$ cat config.mk
export PLATFORM = sky130hd
export DESIGN_NAME = opsi_panel_irq
export DESIGN_NICKNAME = d
export VERILOG_FILES = /design/src/rtl/opsi_pkg.sv /design/src/rtl/opsi_panel_irq.sv
export VERILOG_INCLUDE_DIRS = /design/src /design/src/rtl
export SDC_FILE = /design/constraint.sdc
export NUM_CORES = 1
export LEC_CHECK = 0
export ABC_AREA = 1
export BUFFER_PORTS_ARGS = -buffer_cell sky130_fd_sc_hd__buf_2
export CAP_MARGIN = 10
export CORE_MARGIN = 3
export CORE_UTILIZATION = 30
export DETAILED_ROUTE_END_ITERATION = 8
export PLACE_DENSITY_LB_ADDON = 0.3
export SYNTH_ARGS = -nofsm -noshare
export SYNTH_HDL_FRONTEND = slang
export SYNTH_SLANG_ARGS = --single-unit
$ cat constraint.sdc
create_clock -name ref_clk_i -period 6.9 [get_ports ref_clk_i]
set_clock_uncertainty 0.2 [all_clocks]
set_input_delay 0 -clock ref_clk_i [delete_from_list [all_inputs] [get_ports ref_clk_i]]
set_output_delay 0 -clock ref_clk_i [all_outputs]
set_load 0.03 [all_outputs]
$ cat src/rtl/opsi_regs.svh
`ifndef OPSI_REGS_SVH
`define OPSI_REGS_SVH

// External register addresses.
`define OPSI_ADDR_PANEL 8'h0F
`define OPSI_ADDR_ACK 8'hFF
`define OPSI_ADDR_PWR 8'hF7
`define OPSI_ADDR_INCODE 8'hF6
`define OPSI_ADDR_STATUS 8'hF8
`define OPSI_ADDR_CTRL 8'hF9

// Level-4 interrupt code and levels.
`define OPSI_L4_CODE 16'h09FF
`define OPSI_L4_LEVEL 6'h04
`define OPSI_LVL_NONE 6'h00
`define OPSI_LVL_RESET 6'h00

// Vectors and loader constants.
`define OPSI_VEC_NONE 16'h0000
`define OPSI_VEC_L2 16'h0004
`define OPSI_VEC_L4 16'h0008
`define OPSI_LOADER_RAM 16'hFFF4
`define OPSI_LOADER_BASE 8'hFF

// Incode data field positions.
`define OPSI_IN_LOCK 4
`define OPSI_IN_ARE 5

// Status field positions.
`define OPSI_ST_RUN 0
`define OPSI_ST_REQ 1
`define OPSI_ST_LATCH 2
`define OPSI_ST_ACK 3
`define OPSI_ST_INIT 4
`define OPSI_ST_SWOFF 5
`define OPSI_ST_SRC_ON 6

// Control field positions.
`define OPSI_CT_RUN 0
`define OPSI_CT_IDLE 1
`define OPSI_CT_REQCLR 2
`define OPSI_CT_INITCLR 3

// Cycles the synchronisers need before first sampling.
`define OPSI_SETTLE 2'h3

`endif

$ cat src/rtl/opsi_pkg.sv
package opsi_pkg;

    typedef enum logic [0:0] {
        MODE_IDLE = 1'b0,
        MODE_RUN = 1'b1
    } opsi_mode_t;

    typedef enum logic [1:0] {
        SRC_NONE = 2'b00,
        SRC_RUN = 2'b01,
        SRC_ON = 2'b10
    } opsi_src_t;

    typedef struct packed {
        logic lock;
        logic restart_en;
        logic memory_preserved_flag;
        logic timer_switch_enable;
        logic rtc_n;
        logic run_switch_pulse_n;
        logic on_switch_pulse_n;
        logic reset_release_n;
        logic power_fail_n;
        logic irq_code_clock;
        logic [3:0] thumbwheel;
    } opsi_pins_t;

    typedef struct packed {
        logic [7:0] addr;
        logic [15:0] wdata;
        logic wr;
        logic rd;
    } opsi_bus_t;

endpackage

$ cat src/rtl/opsi_panel_irq.sv
// Local design decisions: the placing of the registers and strobed register access.
`timescale 1ns/10ps
`include "opsi_regs.svh"

// What this block does
// Lock level at power-on or power return picks running or idle state.
// Reset release rising with power-fail low raises init firmware irq.
// Restart pulse on power return only when memory-preserved flag is 1.
// Timer switch routes inverted clock to level-2 irq, vector 0004.
// Run pulse falling edge sets panel latch, raising firmware irq.
// Write 0F with address bit 11 low clears the panel latch.
// Run request converts incode to loader address for RAM FFF4.
// On pulse rising edge sets the same latch and firmware irq.
// Write 0F after on-switch strobes set-request and sets power request.
// Level-4 request gives code 09FF unless higher code overrides.
// CPU irq only if incoming level beats program level, enabled, running; external irq needs the level only.
// Read FF asserts acknowledge and presents level code.
// Write FF releases acknowledge and loads the program level.
// Accepted level 4 gives handler vector 0008.
// Software clears the power request before returning.
// Write F7 pulses switch-off and drives switch-off output low.
// In idle, request with firmware mode low drops power line, firmware irq.
// Idle read F7 strobes set-request, resets request; write F7 switches off.
// Read F6 returns thumbwheel setting and switch levels as incode.
// Panel pulses and levels are synchronised before any use.
module opsi_panel_irq (
    input wire logic ref_clk_i,
    input wire logic rst_i,
    input wire opsi_pkg::opsi_bus_t bus_i,
    input wire logic internal_addr_bit11_i,
    output logic [15:0] rd_data_o,
    input wire opsi_pkg::opsi_pins_t pins_i,
    input wire logic firmware_mode_n_i,
    input wire logic global_irq_enable_i,
    input wire logic [5:0] other_level_i,
    output logic firmware_priority_irq_o,
    output logic init_source_n_o,
    output logic auto_restart_o,
    output logic level2_irq_n_o,
    output logic panel_latch_out_n_o,
    output logic set_request_strobe_n_o,
    output logic power_off_request_o,
    output logic [15:0] binary_coded_irq_o,
    output logic external_irq_n_o,
    output logic cpu_irq_n_o,
    output logic irq_ack_strobe_n_o,
    output logic [5:0] ad_level_o,
    output logic [5:0] program_level_o,
    output logic [15:0] irq_vector_o,
    output logic switch_off_pulse_n_o,
    output logic switch_off_out_n_o,
    output logic power_line_off_n_o,
    output logic [15:0] loader_device_select_o,
    output logic [15:0] loader_store_addr_o,
    output logic loader_store_o,
    output logic run_state_o
);

    function automatic logic hit(input logic [7:0] a, input logic [7:0] c);
        hit = (a == c);
    endfunction

    function automatic logic [5:0] lvl_max(input logic [5:0] a,
                                           input logic [5:0] b);
        lvl_max = (a > b) ? a : b;
    endfunction

    // Thumbwheel position becomes the loader parameter address.
    function automatic logic [15:0] loader_addr(input logic [3:0] code);
        logic [7:0] idx;
        idx = `OPSI_LOADER_BASE - {4'h0, code};
        loader_addr = {7'h00, idx, 1'b0};
    endfunction

    logic [13:0] sync1;
    logic [13:0] sync2;
    logic [13:0] prev;
    opsi_pkg::opsi_pins_t s;
    opsi_pkg::opsi_pins_t p;
    logic [1:0] settle;
    logic power_on_pending;
    opsi_pkg::opsi_mode_t mode;
    opsi_pkg::opsi_src_t src;
    logic panel_latch;
    logic init_pend;
    logic power_req;
    logic [5:0] in_level;
    logic ack_active;
    logic switched_off;

    logic wr_panel;
    logic wr_ack;
    logic wr_pwr;
    logic wr_ctrl;
    logic rd_ack;
    logic rd_pwr;
    logic run_fall;
    logic on_rise;
    logic pf_rise;
    logic rsl_rise;
    logic code_clk_rise;
    logic latch_set;
    logic latch_clr;
    logic req_set;
    logic req_clr;
    logic idle_req;
    logic [5:0] req_level;
    logic [5:0] next_in_level;

    // Two-stage synchroniser; the second stage and its delayed copy are decoded, never the first.
    always_ff @(posedge ref_clk_i or posedge rst_i) begin
        if (rst_i) begin
            sync1 <= 14'h0000;
            sync2 <= 14'h0000;
            prev <= 14'h0000;
        end else begin
            sync1 <= pins_i;
            sync2 <= sync1;
            prev <= sync2;
        end
    end

    assign s = sync2;
    assign p = prev;

    assign wr_panel = bus_i.wr && hit(bus_i.addr, `OPSI_ADDR_PANEL);
    assign wr_ack = bus_i.wr && hit(bus_i.addr, `OPSI_ADDR_ACK);
    assign wr_pwr = bus_i.wr && hit(bus_i.addr, `OPSI_ADDR_PWR);
    assign wr_ctrl = bus_i.wr && hit(bus_i.addr, `OPSI_ADDR_CTRL);
    assign rd_ack = bus_i.rd && hit(bus_i.addr, `OPSI_ADDR_ACK);
    assign rd_pwr = bus_i.rd && hit(bus_i.addr, `OPSI_ADDR_PWR);

    // Edges are taken only when the synchronisers hold valid history.
    assign run_fall = (settle == 2'h0) && !s.run_switch_pulse_n
                      && p.run_switch_pulse_n;
    assign on_rise = (settle == 2'h0) && s.on_switch_pulse_n
                     && !p.on_switch_pulse_n;
    assign pf_rise = (settle == 2'h0) && s.power_fail_n
                     && !p.power_fail_n;
    assign rsl_rise = (settle == 2'h0) && s.reset_release_n
                      && !p.reset_release_n;
    assign code_clk_rise = (settle == 2'h0) && s.irq_code_clock
                           && !p.irq_code_clock;

    assign latch_set = run_fall || on_rise;
    assign latch_clr = wr_panel && !internal_addr_bit11_i;
    assign req_set = wr_panel && (src == opsi_pkg::SRC_ON);
    assign idle_req = rd_pwr && (mode == opsi_pkg::MODE_IDLE);
    assign req_clr = idle_req
                     || (wr_ctrl && bus_i.wdata[`OPSI_CT_REQCLR]);

    // Our request competes with any other handler's code.
    assign req_level = power_req ? `OPSI_L4_LEVEL : `OPSI_LVL_NONE;
    assign next_in_level = lvl_max(req_level, other_level_i);

    always_ff @(posedge ref_clk_i or posedge rst_i) begin
        if (rst_i) begin
            settle <= `OPSI_SETTLE;
        end else if (settle != 2'h0) begin
            settle <= settle - 2'h1;
        end
    end

    // Run or idle choice at power-on and on power return.
    always_ff @(posedge ref_clk_i or posedge rst_i) begin
        if (rst_i) begin
            power_on_pending <= 1'b1;
            mode <= opsi_pkg::MODE_IDLE;
        end else begin
            if ((power_on_pending && settle == 2'h0) || pf_rise) begin
                power_on_pending <= 1'b0;
                mode <= s.lock ? opsi_pkg::MODE_IDLE
                               : opsi_pkg::MODE_RUN;
            end else if (wr_ctrl && bus_i.wdata[`OPSI_CT_IDLE]) begin
                mode <= opsi_pkg::MODE_IDLE;
            end else if (wr_ctrl && bus_i.wdata[`OPSI_CT_RUN]) begin
                mode <= opsi_pkg::MODE_RUN;
            end
        end
    end

    // Init source after a power failure; a new event beats a clear.
    always_ff @(posedge ref_clk_i or posedge rst_i) begin
        if (rst_i) begin
            init_pend <= 1'b0;
        end else if (rsl_rise && !s.power_fail_n) begin
            init_pend <= 1'b1;
        end else if (wr_ctrl && bus_i.wdata[`OPSI_CT_INITCLR]) begin
            init_pend <= 1'b0;
        end
    end

    always_ff @(posedge ref_clk_i or posedge rst_i) begin
        if (rst_i) begin
            auto_restart_o <= 1'b0;
        end else begin
            auto_restart_o <= pf_rise
                              && s.memory_preserved_flag;
        end
    end

    always_ff @(posedge ref_clk_i or posedge rst_i) begin
        if (rst_i) begin
            level2_irq_n_o <= 1'b1;
        end else begin
            level2_irq_n_o <= !(s.timer_switch_enable
                                && !s.rtc_n);
        end
    end

    // Panel latch and the switch that set it.
    always_ff @(posedge ref_clk_i or posedge rst_i) begin
        if (rst_i) begin
            panel_latch <= 1'b0;
            src <= opsi_pkg::SRC_NONE;
        end else if (latch_set) begin
            panel_latch <= 1'b1;
            src <= on_rise ? opsi_pkg::SRC_ON : opsi_pkg::SRC_RUN;
        end else if (latch_clr) begin
            panel_latch <= 1'b0;
            src <= opsi_pkg::SRC_NONE;
        end
    end

    // Loader parameter address stored on a run request.
    always_ff @(posedge ref_clk_i or posedge rst_i) begin
        if (rst_i) begin
            loader_device_select_o <= 16'h0000;
            loader_store_o <= 1'b0;
        end else begin
            loader_store_o <= 1'b0;
            if (wr_panel && src == opsi_pkg::SRC_RUN) begin
                loader_device_select_o <=
                    loader_addr(s.thumbwheel);
                loader_store_o <= 1'b1;
            end
        end
    end

    // Set-request strobe, one cycle per triggering access.
    always_ff @(posedge ref_clk_i or posedge rst_i) begin
        if (rst_i) begin
            set_request_strobe_n_o <= 1'b1;
        end else begin
            set_request_strobe_n_o <= !(req_set || idle_req);
        end
    end

    // Power-off request flop; the set wins over any clear.
    always_ff @(posedge ref_clk_i or posedge rst_i) begin
        if (rst_i) begin
            power_req <= 1'b0;
        end else if (req_set) begin
            power_req <= 1'b1;
        end else if (req_clr) begin
            power_req <= 1'b0;
        end
    end

    always_ff @(posedge ref_clk_i or posedge rst_i) begin
        if (rst_i) begin
            binary_coded_irq_o <= 16'h0000;
        end else if (power_req && other_level_i <= `OPSI_L4_LEVEL) begin
            binary_coded_irq_o <= `OPSI_L4_CODE;
        end else begin
            binary_coded_irq_o <= 16'h0000;
        end
    end

    // Incoming code is taken on each rising edge of the code clock.
    always_ff @(posedge ref_clk_i or posedge rst_i) begin
        if (rst_i) begin
            in_level <= `OPSI_LVL_NONE;
        end else if (code_clk_rise) begin
            in_level <= next_in_level;
        end
    end

    always_ff @(posedge ref_clk_i or posedge rst_i) begin
        if (rst_i) begin
            external_irq_n_o <= 1'b1;
            cpu_irq_n_o <= 1'b1;
        end else begin
            external_irq_n_o <= !(in_level > program_level_o);
            cpu_irq_n_o <= !((in_level > program_level_o)
                             && global_irq_enable_i
                             && mode == opsi_pkg::MODE_RUN);
        end
    end

    // Acknowledge cycle: read presents the code, write accepts it.
    always_ff @(posedge ref_clk_i or posedge rst_i) begin
        if (rst_i) begin
            ack_active <= 1'b0;
            ad_level_o <= `OPSI_LVL_NONE;
        end else if (rd_ack) begin
            ack_active <= 1'b1;
            ad_level_o <= in_level;
        end else if (wr_ack) begin
            ack_active <= 1'b0;
        end
    end

    assign irq_ack_strobe_n_o = !ack_active;

    always_ff @(posedge ref_clk_i or posedge rst_i) begin
        if (rst_i) begin
            program_level_o <= `OPSI_LVL_RESET;
        end else if (wr_ack && ack_active) begin
            program_level_o <= ad_level_o;
        end
    end

    always_ff @(posedge ref_clk_i or posedge rst_i) begin
        if (rst_i) begin
            irq_vector_o <= `OPSI_VEC_NONE;
        end else if (wr_ack && ack_active) begin
            irq_vector_o <= (ad_level_o == `OPSI_L4_LEVEL)
                            ? `OPSI_VEC_L4 : `OPSI_VEC_NONE;
        end else if (!level2_irq_n_o && global_irq_enable_i) begin
            irq_vector_o <= `OPSI_VEC_L2;
        end
    end

    // Switch-off pulse and the maintain-mode output it latches.
    always_ff @(posedge ref_clk_i or posedge rst_i) begin
        if (rst_i) begin
            switch_off_pulse_n_o <= 1'b1;
            switched_off <= 1'b0;
        end else begin
            switch_off_pulse_n_o <= !wr_pwr;
            if (wr_pwr) begin
                switched_off <= 1'b1;
            end
        end
    end

    assign switch_off_out_n_o = !switched_off;

    always_ff @(posedge ref_clk_i or posedge rst_i) begin
        if (rst_i) begin
            power_line_off_n_o <= 1'b1;
        end else begin
            power_line_off_n_o <= !(power_req && !firmware_mode_n_i
                                    && mode == opsi_pkg::MODE_IDLE);
        end
    end

    always_ff @(posedge ref_clk_i or posedge rst_i) begin
        if (rst_i) begin
            firmware_priority_irq_o <= 1'b0;
            init_source_n_o <= 1'b1;
            panel_latch_out_n_o <= 1'b1;
        end else begin
            firmware_priority_irq_o <= panel_latch || init_pend
                                       || !power_line_off_n_o;
            init_source_n_o <= !init_pend;
            panel_latch_out_n_o <= !panel_latch;
        end
    end

    // Read data stand in the cycle after the strobe only.
    always_ff @(posedge ref_clk_i or posedge rst_i) begin
        if (rst_i) begin
            rd_data_o <= 16'h0000;
        end else if (!bus_i.rd) begin
            rd_data_o <= 16'h0000;
        end else begin
            rd_data_o <= 16'h0000;
            case (bus_i.addr)
                `OPSI_ADDR_INCODE: begin
                    rd_data_o[3:0] <= s.thumbwheel;
                    rd_data_o[`OPSI_IN_LOCK] <= s.lock;
                    rd_data_o[`OPSI_IN_ARE] <= s.restart_en;
                end
                `OPSI_ADDR_ACK: begin
                    rd_data_o[5:0] <= in_level;
                end
                `OPSI_ADDR_STATUS: begin
                    rd_data_o[`OPSI_ST_RUN] <= mode;
                    rd_data_o[`OPSI_ST_REQ] <= power_req;
                    rd_data_o[`OPSI_ST_LATCH] <= panel_latch;
                    rd_data_o[`OPSI_ST_ACK] <= ack_active;
                    rd_data_o[`OPSI_ST_INIT] <= init_pend;
                    rd_data_o[`OPSI_ST_SWOFF] <= switched_off;
                    rd_data_o[`OPSI_ST_SRC_ON] <= (src == opsi_pkg::SRC_ON);
                end
                default: begin
                    rd_data_o <= 16'h0000;
                end
            endcase
        end
    end

    assign power_off_request_o = power_req;
    assign run_state_o = mode;
    assign loader_store_addr_o = `OPSI_LOADER_RAM;

endmodule // opsi_panel_irq

==> results of run 1 <==
cells by family (layout without fill, tap and decap cells):
family / Yosys count / in the layout / synth area share, %
AOI/OAI and AO/OA: 32 / 32 / 4.245
xor gates and xnor gates: 1 / 1 / 0.2235
adders and majority gates: 8 / 8 / 2.554
buffers and inverters: 127 / 213 / 18.74
DFF: 88 / 88 / 56.53
other: 2 / 53 / 0.1916
and+or+nand+nor: 146 / 146 / 17.52
cells in the mapped netlist (all sizes together):
cell type	n	area [µm²]
dfrtp	77	1927
buf	71	524.3
nand2	68	267.8
inv	55	206.5
nand3	39	200.2
o21ai	26	130.1
nor2	22	100.1
dfstp	11	289.0
nand4	9	56.30
ha	8	100.1
nor3	4	36.29
a21oi	3	15.01
conb	2	7.510
and2	1	6.260
clkbuf	1	3.750
nand3b	1	7.510
nor4	1	6.260
o21bai	1	7.510
o22ai	1	6.260
o31ai	1	7.510
or2	1	6.260
xnor2	1	8.760
worst reg2reg max path, delay by kind of cell (launching register included):
family | cells | cell delay [ns]
flops | 1 | 0.37
compound gates | 1 | 0.07
fa+ha+maj | 1 | 0.35
simple gates | 3 | 0.72
buf+inv | 2 | 0.62
state kept, by name, indices dropped and copies added (netlist names), 2 cells and up:
signal                  count
program_level_o             6
ad_level_o                  6
src                         2
irq_vector_o                2
in_level                    6
sync1                      14
s                          14
settle                      2
rd_data_o                   7
p                           5
loader_device_select_o      5
layout by cell type, fill, tap and decap left out, drive strengths merged:
cell         instances
xnor2                1
buf                 93
dfstp               11
and2                 1
o31ai                1
clkinvlp             1
dlygate4sd3         49
o21bai               1
nor2                22
clkbuf              10
ha                   8
nand4                9
inv                 54
dfrtp               77
o21ai               26
nor3                 4
a21oi                3
nand3               39
nand3b               1
conb                53
o22ai                1
bufinv               1
or2                  1
nor4                 1
clkinv               5
nand2               68
routing by layer:
| layer | global-route usage [%] | vias to the layer above |
|---|---|---|
| met3 | 3.695 | 14 |
| met2 | 20.48 | 104 |
| met1 | 15.38 | 1368 |
| met5 | 0 | - |
| met4 | 5.382 | 0 |
| li1 | - | 1425 |
repair_timing:
action / in CTS / in global routing
setup buffers: 0 / 0
endpoints found under the setup margin: 0 / 0
gates resized for setup: 0 / 0
hold endpoints to repair: 121 / 0
hold buffers: 49 / 0
layout make-up:
class | count | area [µm²]
clock buffer | 10 | 229.0
clock inverter | 6 | 61.31
fill | 1275 | 7674
inverter | 55 | 207.7
multi-input combinational | 240 | 1161
sequential | 88 | 2216
tap | 172 | 215.2
timing repair buffer | 142 | 958.4
metrics by stage:
stage	cells	power [mW]	cell area, µm²	worst slack, ns
2_1_floorplan	455	0.6802	4111	4.440
3_3_place_gp	648	0.6935	4268	5.029
3_5_place_dp	648	0.6964	4268	5.002
4_1_cts	713	1.195	5049	3.892
5_1_grt	713	1.238	5049	3.741
6_report	713	1.181	5049	3.841
worst min-delay path by stage:
stage | cells past startpoint | slack (ns) | from | endpoint
6_report | 2 | 0.09 | pins_i[13] | sync1[13]
5_1_grt | 2 | 0.09 | pins_i[12] | sync1[12]
4_1_cts | 2 | 0.08 | pins_i[13] | sync1[13]
3_5_place_dp | 1 | -0.09 | pins_i[13] | sync1[13]
3_3_place_gp | 1 | -0.09 | pins_i[11] | sync1[11]
2_1_floorplan | 0 | -0.17 | pins_i[0] | sync1[0]
report_power, final:
group	internal [mW]	switching [mW]
clock network	0.279	0.195
logic	0.0441	0.105
registers	0.542	0.0166
==> results.yml, run 1 <==
timing:
  fin_crit_sh_pct: 44.33
  drv_slew: 0
  fmax_ghz: 0.3270
  relSlewSlack_pct: 27.76
  tns_ns: 0
  finalCriticalPeriod_ns: 3.059
  rsz0062_at_grt: "false"
  setup_viol: 0
  worst_slew_pin_slew_ns: 1.084
  hold_viol_final: 0
  hold_ws_ns: 0.09467
detailed_routing:
  wl_met2_mm: 4.328
  viasPerCell: 4.083
  highest_layer: "met4"
  first_iter_violations: 110
  drc: 0
  route.met3.wl_um: 528
  first_pass_iters: 5
  ant_nets: 0
  via_count: 2911
  routedWlPerCell_um: 12.42
  m1WireLength_mm: 3.791
  wl_mm: 8.856
setup_path:
  crit_top_cell: "dlygate4sd3_1"
  critPathLaunch: "bus_i[21]"
  endpoint: "power_off_request_o"
  path_buf_inv: 5
  crit_slowest_cell: "dlygate4sd3_1"
  crit_path_end_kind: "register"
  reg2reg_depth: 7
  max_stage_delay_ns: 0.66
  worstSetupPathDepth: 9
  crit_path_max_fanout: 11
  worst-endpoint-arrival_ns: 3.13
  rr_endpoint: "in_level[1]"
  cp_top_family: "buffers and inverters"
  worstSetupPathType: "in -> reg"
  worstPathRequired_ns: 6.98
  path_cells: "dlygate4sd3_1, buf_2, nand2_1, dlygate4sd3_1, nor2_2, dlygate4sd3_1, nand4_1, nand2_1, dlygate4sd3_1"
  r2r_slack_ns: 4.50
  startpoint_type: "primary input"
  timing.rr.start: "settle[0]"
yosys:
  synth-seq-cells: 88
  synth.avg_cell_area_um2: 9.703
  syn_area_um2: 3920
  ys_seq_area_share_pct: 56.53
  synthDistinctLibCells: 31
  synthCells: 404
  synth_warnings: 0
grt:
  grt.overflow.total: 0
  grt_max_degree: 89
  grt_pass1_wl_mm: 14.08
  antenna_found_initial: 0
  grt_util_all_layers_pct: 12.50
  grt_pass1_vias: 2776
layout:
  diodes: 0
  final_util_pct: 39.68
  nNetsFinal: 595
  drive_above_1_share_pct: 24.03
  synthToLayoutAreaGrowth_pct: 28.79
placed_design:
  gp_congestion: 0.8087
  portBuffers: 92
  hpwlAfterDp_mm: 6.273
outcome:
  status: "finished clean"
floorplan:
  die_h_um: 120.3
  fp.dieW_um: 120.3
  dieArea_um2: 14470
  std_cell_rows: 41
  pin_count: 158
  core_um2: 12720
  initial_core_util_pct: 30.81
clock_tree:
  cts_root_buffer: "clkbuf_16"
  cts.htree.levels: 3
  cts_max_path_buffers: 2
  clkSinkCount: 88
  numCtsBuffers: 9
  cts_tree: "done"
  clkTransAtPathRegs_ns: 0.06
  clk_latency_ns: 0.34
power:
  ir_drop_uv: 111.1
  powerDensity_nw_per_um2: 233.9
  p_leak_nw: 2.644
hold_path:
  min_path_type: "in -> reg"
flow_run:
  drv_cap: 0
Note: power is estimated with default switching activity, not from simulation.
==> inputs of run 2 (changes only) <==
Clock period 6.9 ns to 3.1 ns, I/O delays scaled along.
==> results.yml, run 2 (same netlist as run 1, synthesis figures left out) <==
outcome:
  status: "finished clean"
placed_design:
  dp_worst_setup_slack_ns: 1.191
  portBuffers: 92
  place_area_um2: 4283
  gp_congestion: 0.8077
  hpwlAfterDp_mm: 6.433
floorplan:
  dieArea_um2: 14470
  initial_core_util_pct: 30.81
  pin_count: 158
  fp.dieW_um: 120.3
  die_h_um: 120.3
  std_cell_rows: 41
  core_um2: 12720
hold_path:
  min_path_type: "in -> reg"
  hold_depth: 2
grt:
  grt_pass1_vias: 2770
  grt_pass1_wl_mm: 13.98
  grt.overflow.total: 0
  grt_util_all_layers_pct: 12.39
  grt_max_degree: 51
  antenna_found_initial: 0
setup_path:
  reg2reg_depth: 6
  path_buf_inv: 5
  path_cells: "dlygate4sd3_1, buf_2, nand2_1, nor2_4, buf_4, nand4_1, dlygate4sd3_1, nand3_1, dlygate4sd3_1, nand2_1"
  worstSetupPathDepth: 10
  worst-endpoint-arrival_ns: 2.68
  crit_path_end_kind: "register"
  crit_top_cell: "dlygate4sd3_1"
  cp_top_family: "buffers and inverters"
  worstSetupPathType: "in -> reg"
  crit_path_max_fanout: 19
  max_stage_delay_ns: 0.58
  startpoint_type: "primary input"
  crit_slowest_cell: "dlygate4sd3_1"
  worstPathRequired_ns: 3.13
timing:
  hold_viol_final: 0
  hold_ws_ns: 0.09157
  drv_slew: 0
  worst_slack_ns: 0.4557
  tns_ns: 0
  relSlewSlack_pct: 43.60
  fin_crit_sh_pct: 85.30
  worst_slew_pin_slew_ns: 0.8450
  fmax_ghz: 0.3782
  finalCriticalPeriod_ns: 2.644
  setup_viol: 0
  rsz0062_at_grt: "false"
detailed_routing:
  first_iter_violations: 132
  ant_nets: 0
  first_pass_iters: 4
  wl_mm: 8.881
  via_count: 2900
  drc: 0
  viasPerCell: 4.056
  routedWlPerCell_um: 12.42
clock_tree:
  cts.htree.levels: 3
  ctsResizeCount: 0
  cts_tree: "done"
  numCtsBuffers: 9
  cts_root_buffer: "clkbuf_16"
  cts_max_path_buffers: 2
  post_cts_buffers: 0
  clkTransAtPathRegs_ns: 0.07
  clkSinkCount: 88
  clk_latency_ns: 0.34
layout:
  layout_commonest_cell: "buf_2"
  diodes: 0
  drive_above_1_share_pct: 24.49
  final_util_pct: 39.93
  regArea_um2: 2216
  multi_input_area_um2: 1161
  layout_common_cells: "92 x buf_2, 77 x dfrtp_1, 65 x nand2_1, 54 x inv_1, 53 x conb_1"
  fillCellCount: 1255
  nNetsFinal: 597
  final_cell_area_um2: 5080
  synthToLayoutAreaGrowth_pct: 29.59
power:
  powerDensity_nw_per_um2: 524.3
  ir_drop_uv: 233.9
  p_leak_nw: 2.657
flow_run:
  drv_cap: 0
[run 2: changes by cell type in the layout (fill, tap and decap cells not counted)]
cell,previous run,this run
clkinvlp_4,1,0
clkbuf_1,1,0
inv_8,0,1
buf_4,1,3
clkinv_4,1,4
clkinv_2,4,2
[run 2: metal layers]
layer | wire length (µm) | GRT usage, %
met1 | 3808 | 15.55
met2 | 4269 | 19.99
met3 | 578 | 3.555
met4 | 225 | 5.382
met5 | 0 | 0
[run 2: worst paths after layout]
kind	slack, ns	to	start
worst min-delay path	0.09	sync1[5]	pins_i[5]
min in group asynchronous	0.16	sync1[9]	rst_i
worst max-delay path	0.46	power_off_request_o	bus_i[23]
worst max register to register	0.63	in_level[2]	power_off_request_o
max in group asynchronous	1.64	switch_off_pulse_n_o	rst_i
worst min register to register	0.15	s[9]	sync1[9]
[run 2: what timing repair did]
item / 4_1_cts / 5_1_grt
setup endpoints to repair: 0 / 0
endpoints found under the hold margin: 81 / 0
hold buffers: 49 / 0
[run 2: worst reg2reg max path: stages, from the launching register on]
cell and delay (ns):
dfrtp_1 0.45, ha_1 0.30, nand2_1 0.06, a21oi_1 0.14, dlygate4sd3_1 0.56, o22ai_1 0.07, dlygate4sd3_1 0.57
[run 2: final cells by class]
cell class	count	share of cell area (%)
Timing Repair Buffer	144	19.16
Clock buffer	9	4.433
Tap cell	172	4.236
Inverter	55	4.089
Sequential cell	88	43.62
Clock inverter	7	1.601
Multi-Input combinational cell	240	22.86
[run 2: power by group]
| group | leakage, nW | switching [mW] | internal, mW |
|---|---|---|---|
| Sequential | 1.05 | 0.0374 | 1.20 |
| Clock | 0.151 | 0.454 | 0.634 |
| Combinational | 1.46 | 0.233 | 0.100 |
| Total | 2.66 | 0.725 | 1.94 |
[run 2: stage by stage]
step | std cells | total power [mW]
after floorplan | 455 | 1.514
after global placement | 650 | 1.546
after detailed placement | 650 | 1.552
after CTS | 715 | 2.696
after global routing | 715 | 2.791
final | 715 | 2.664
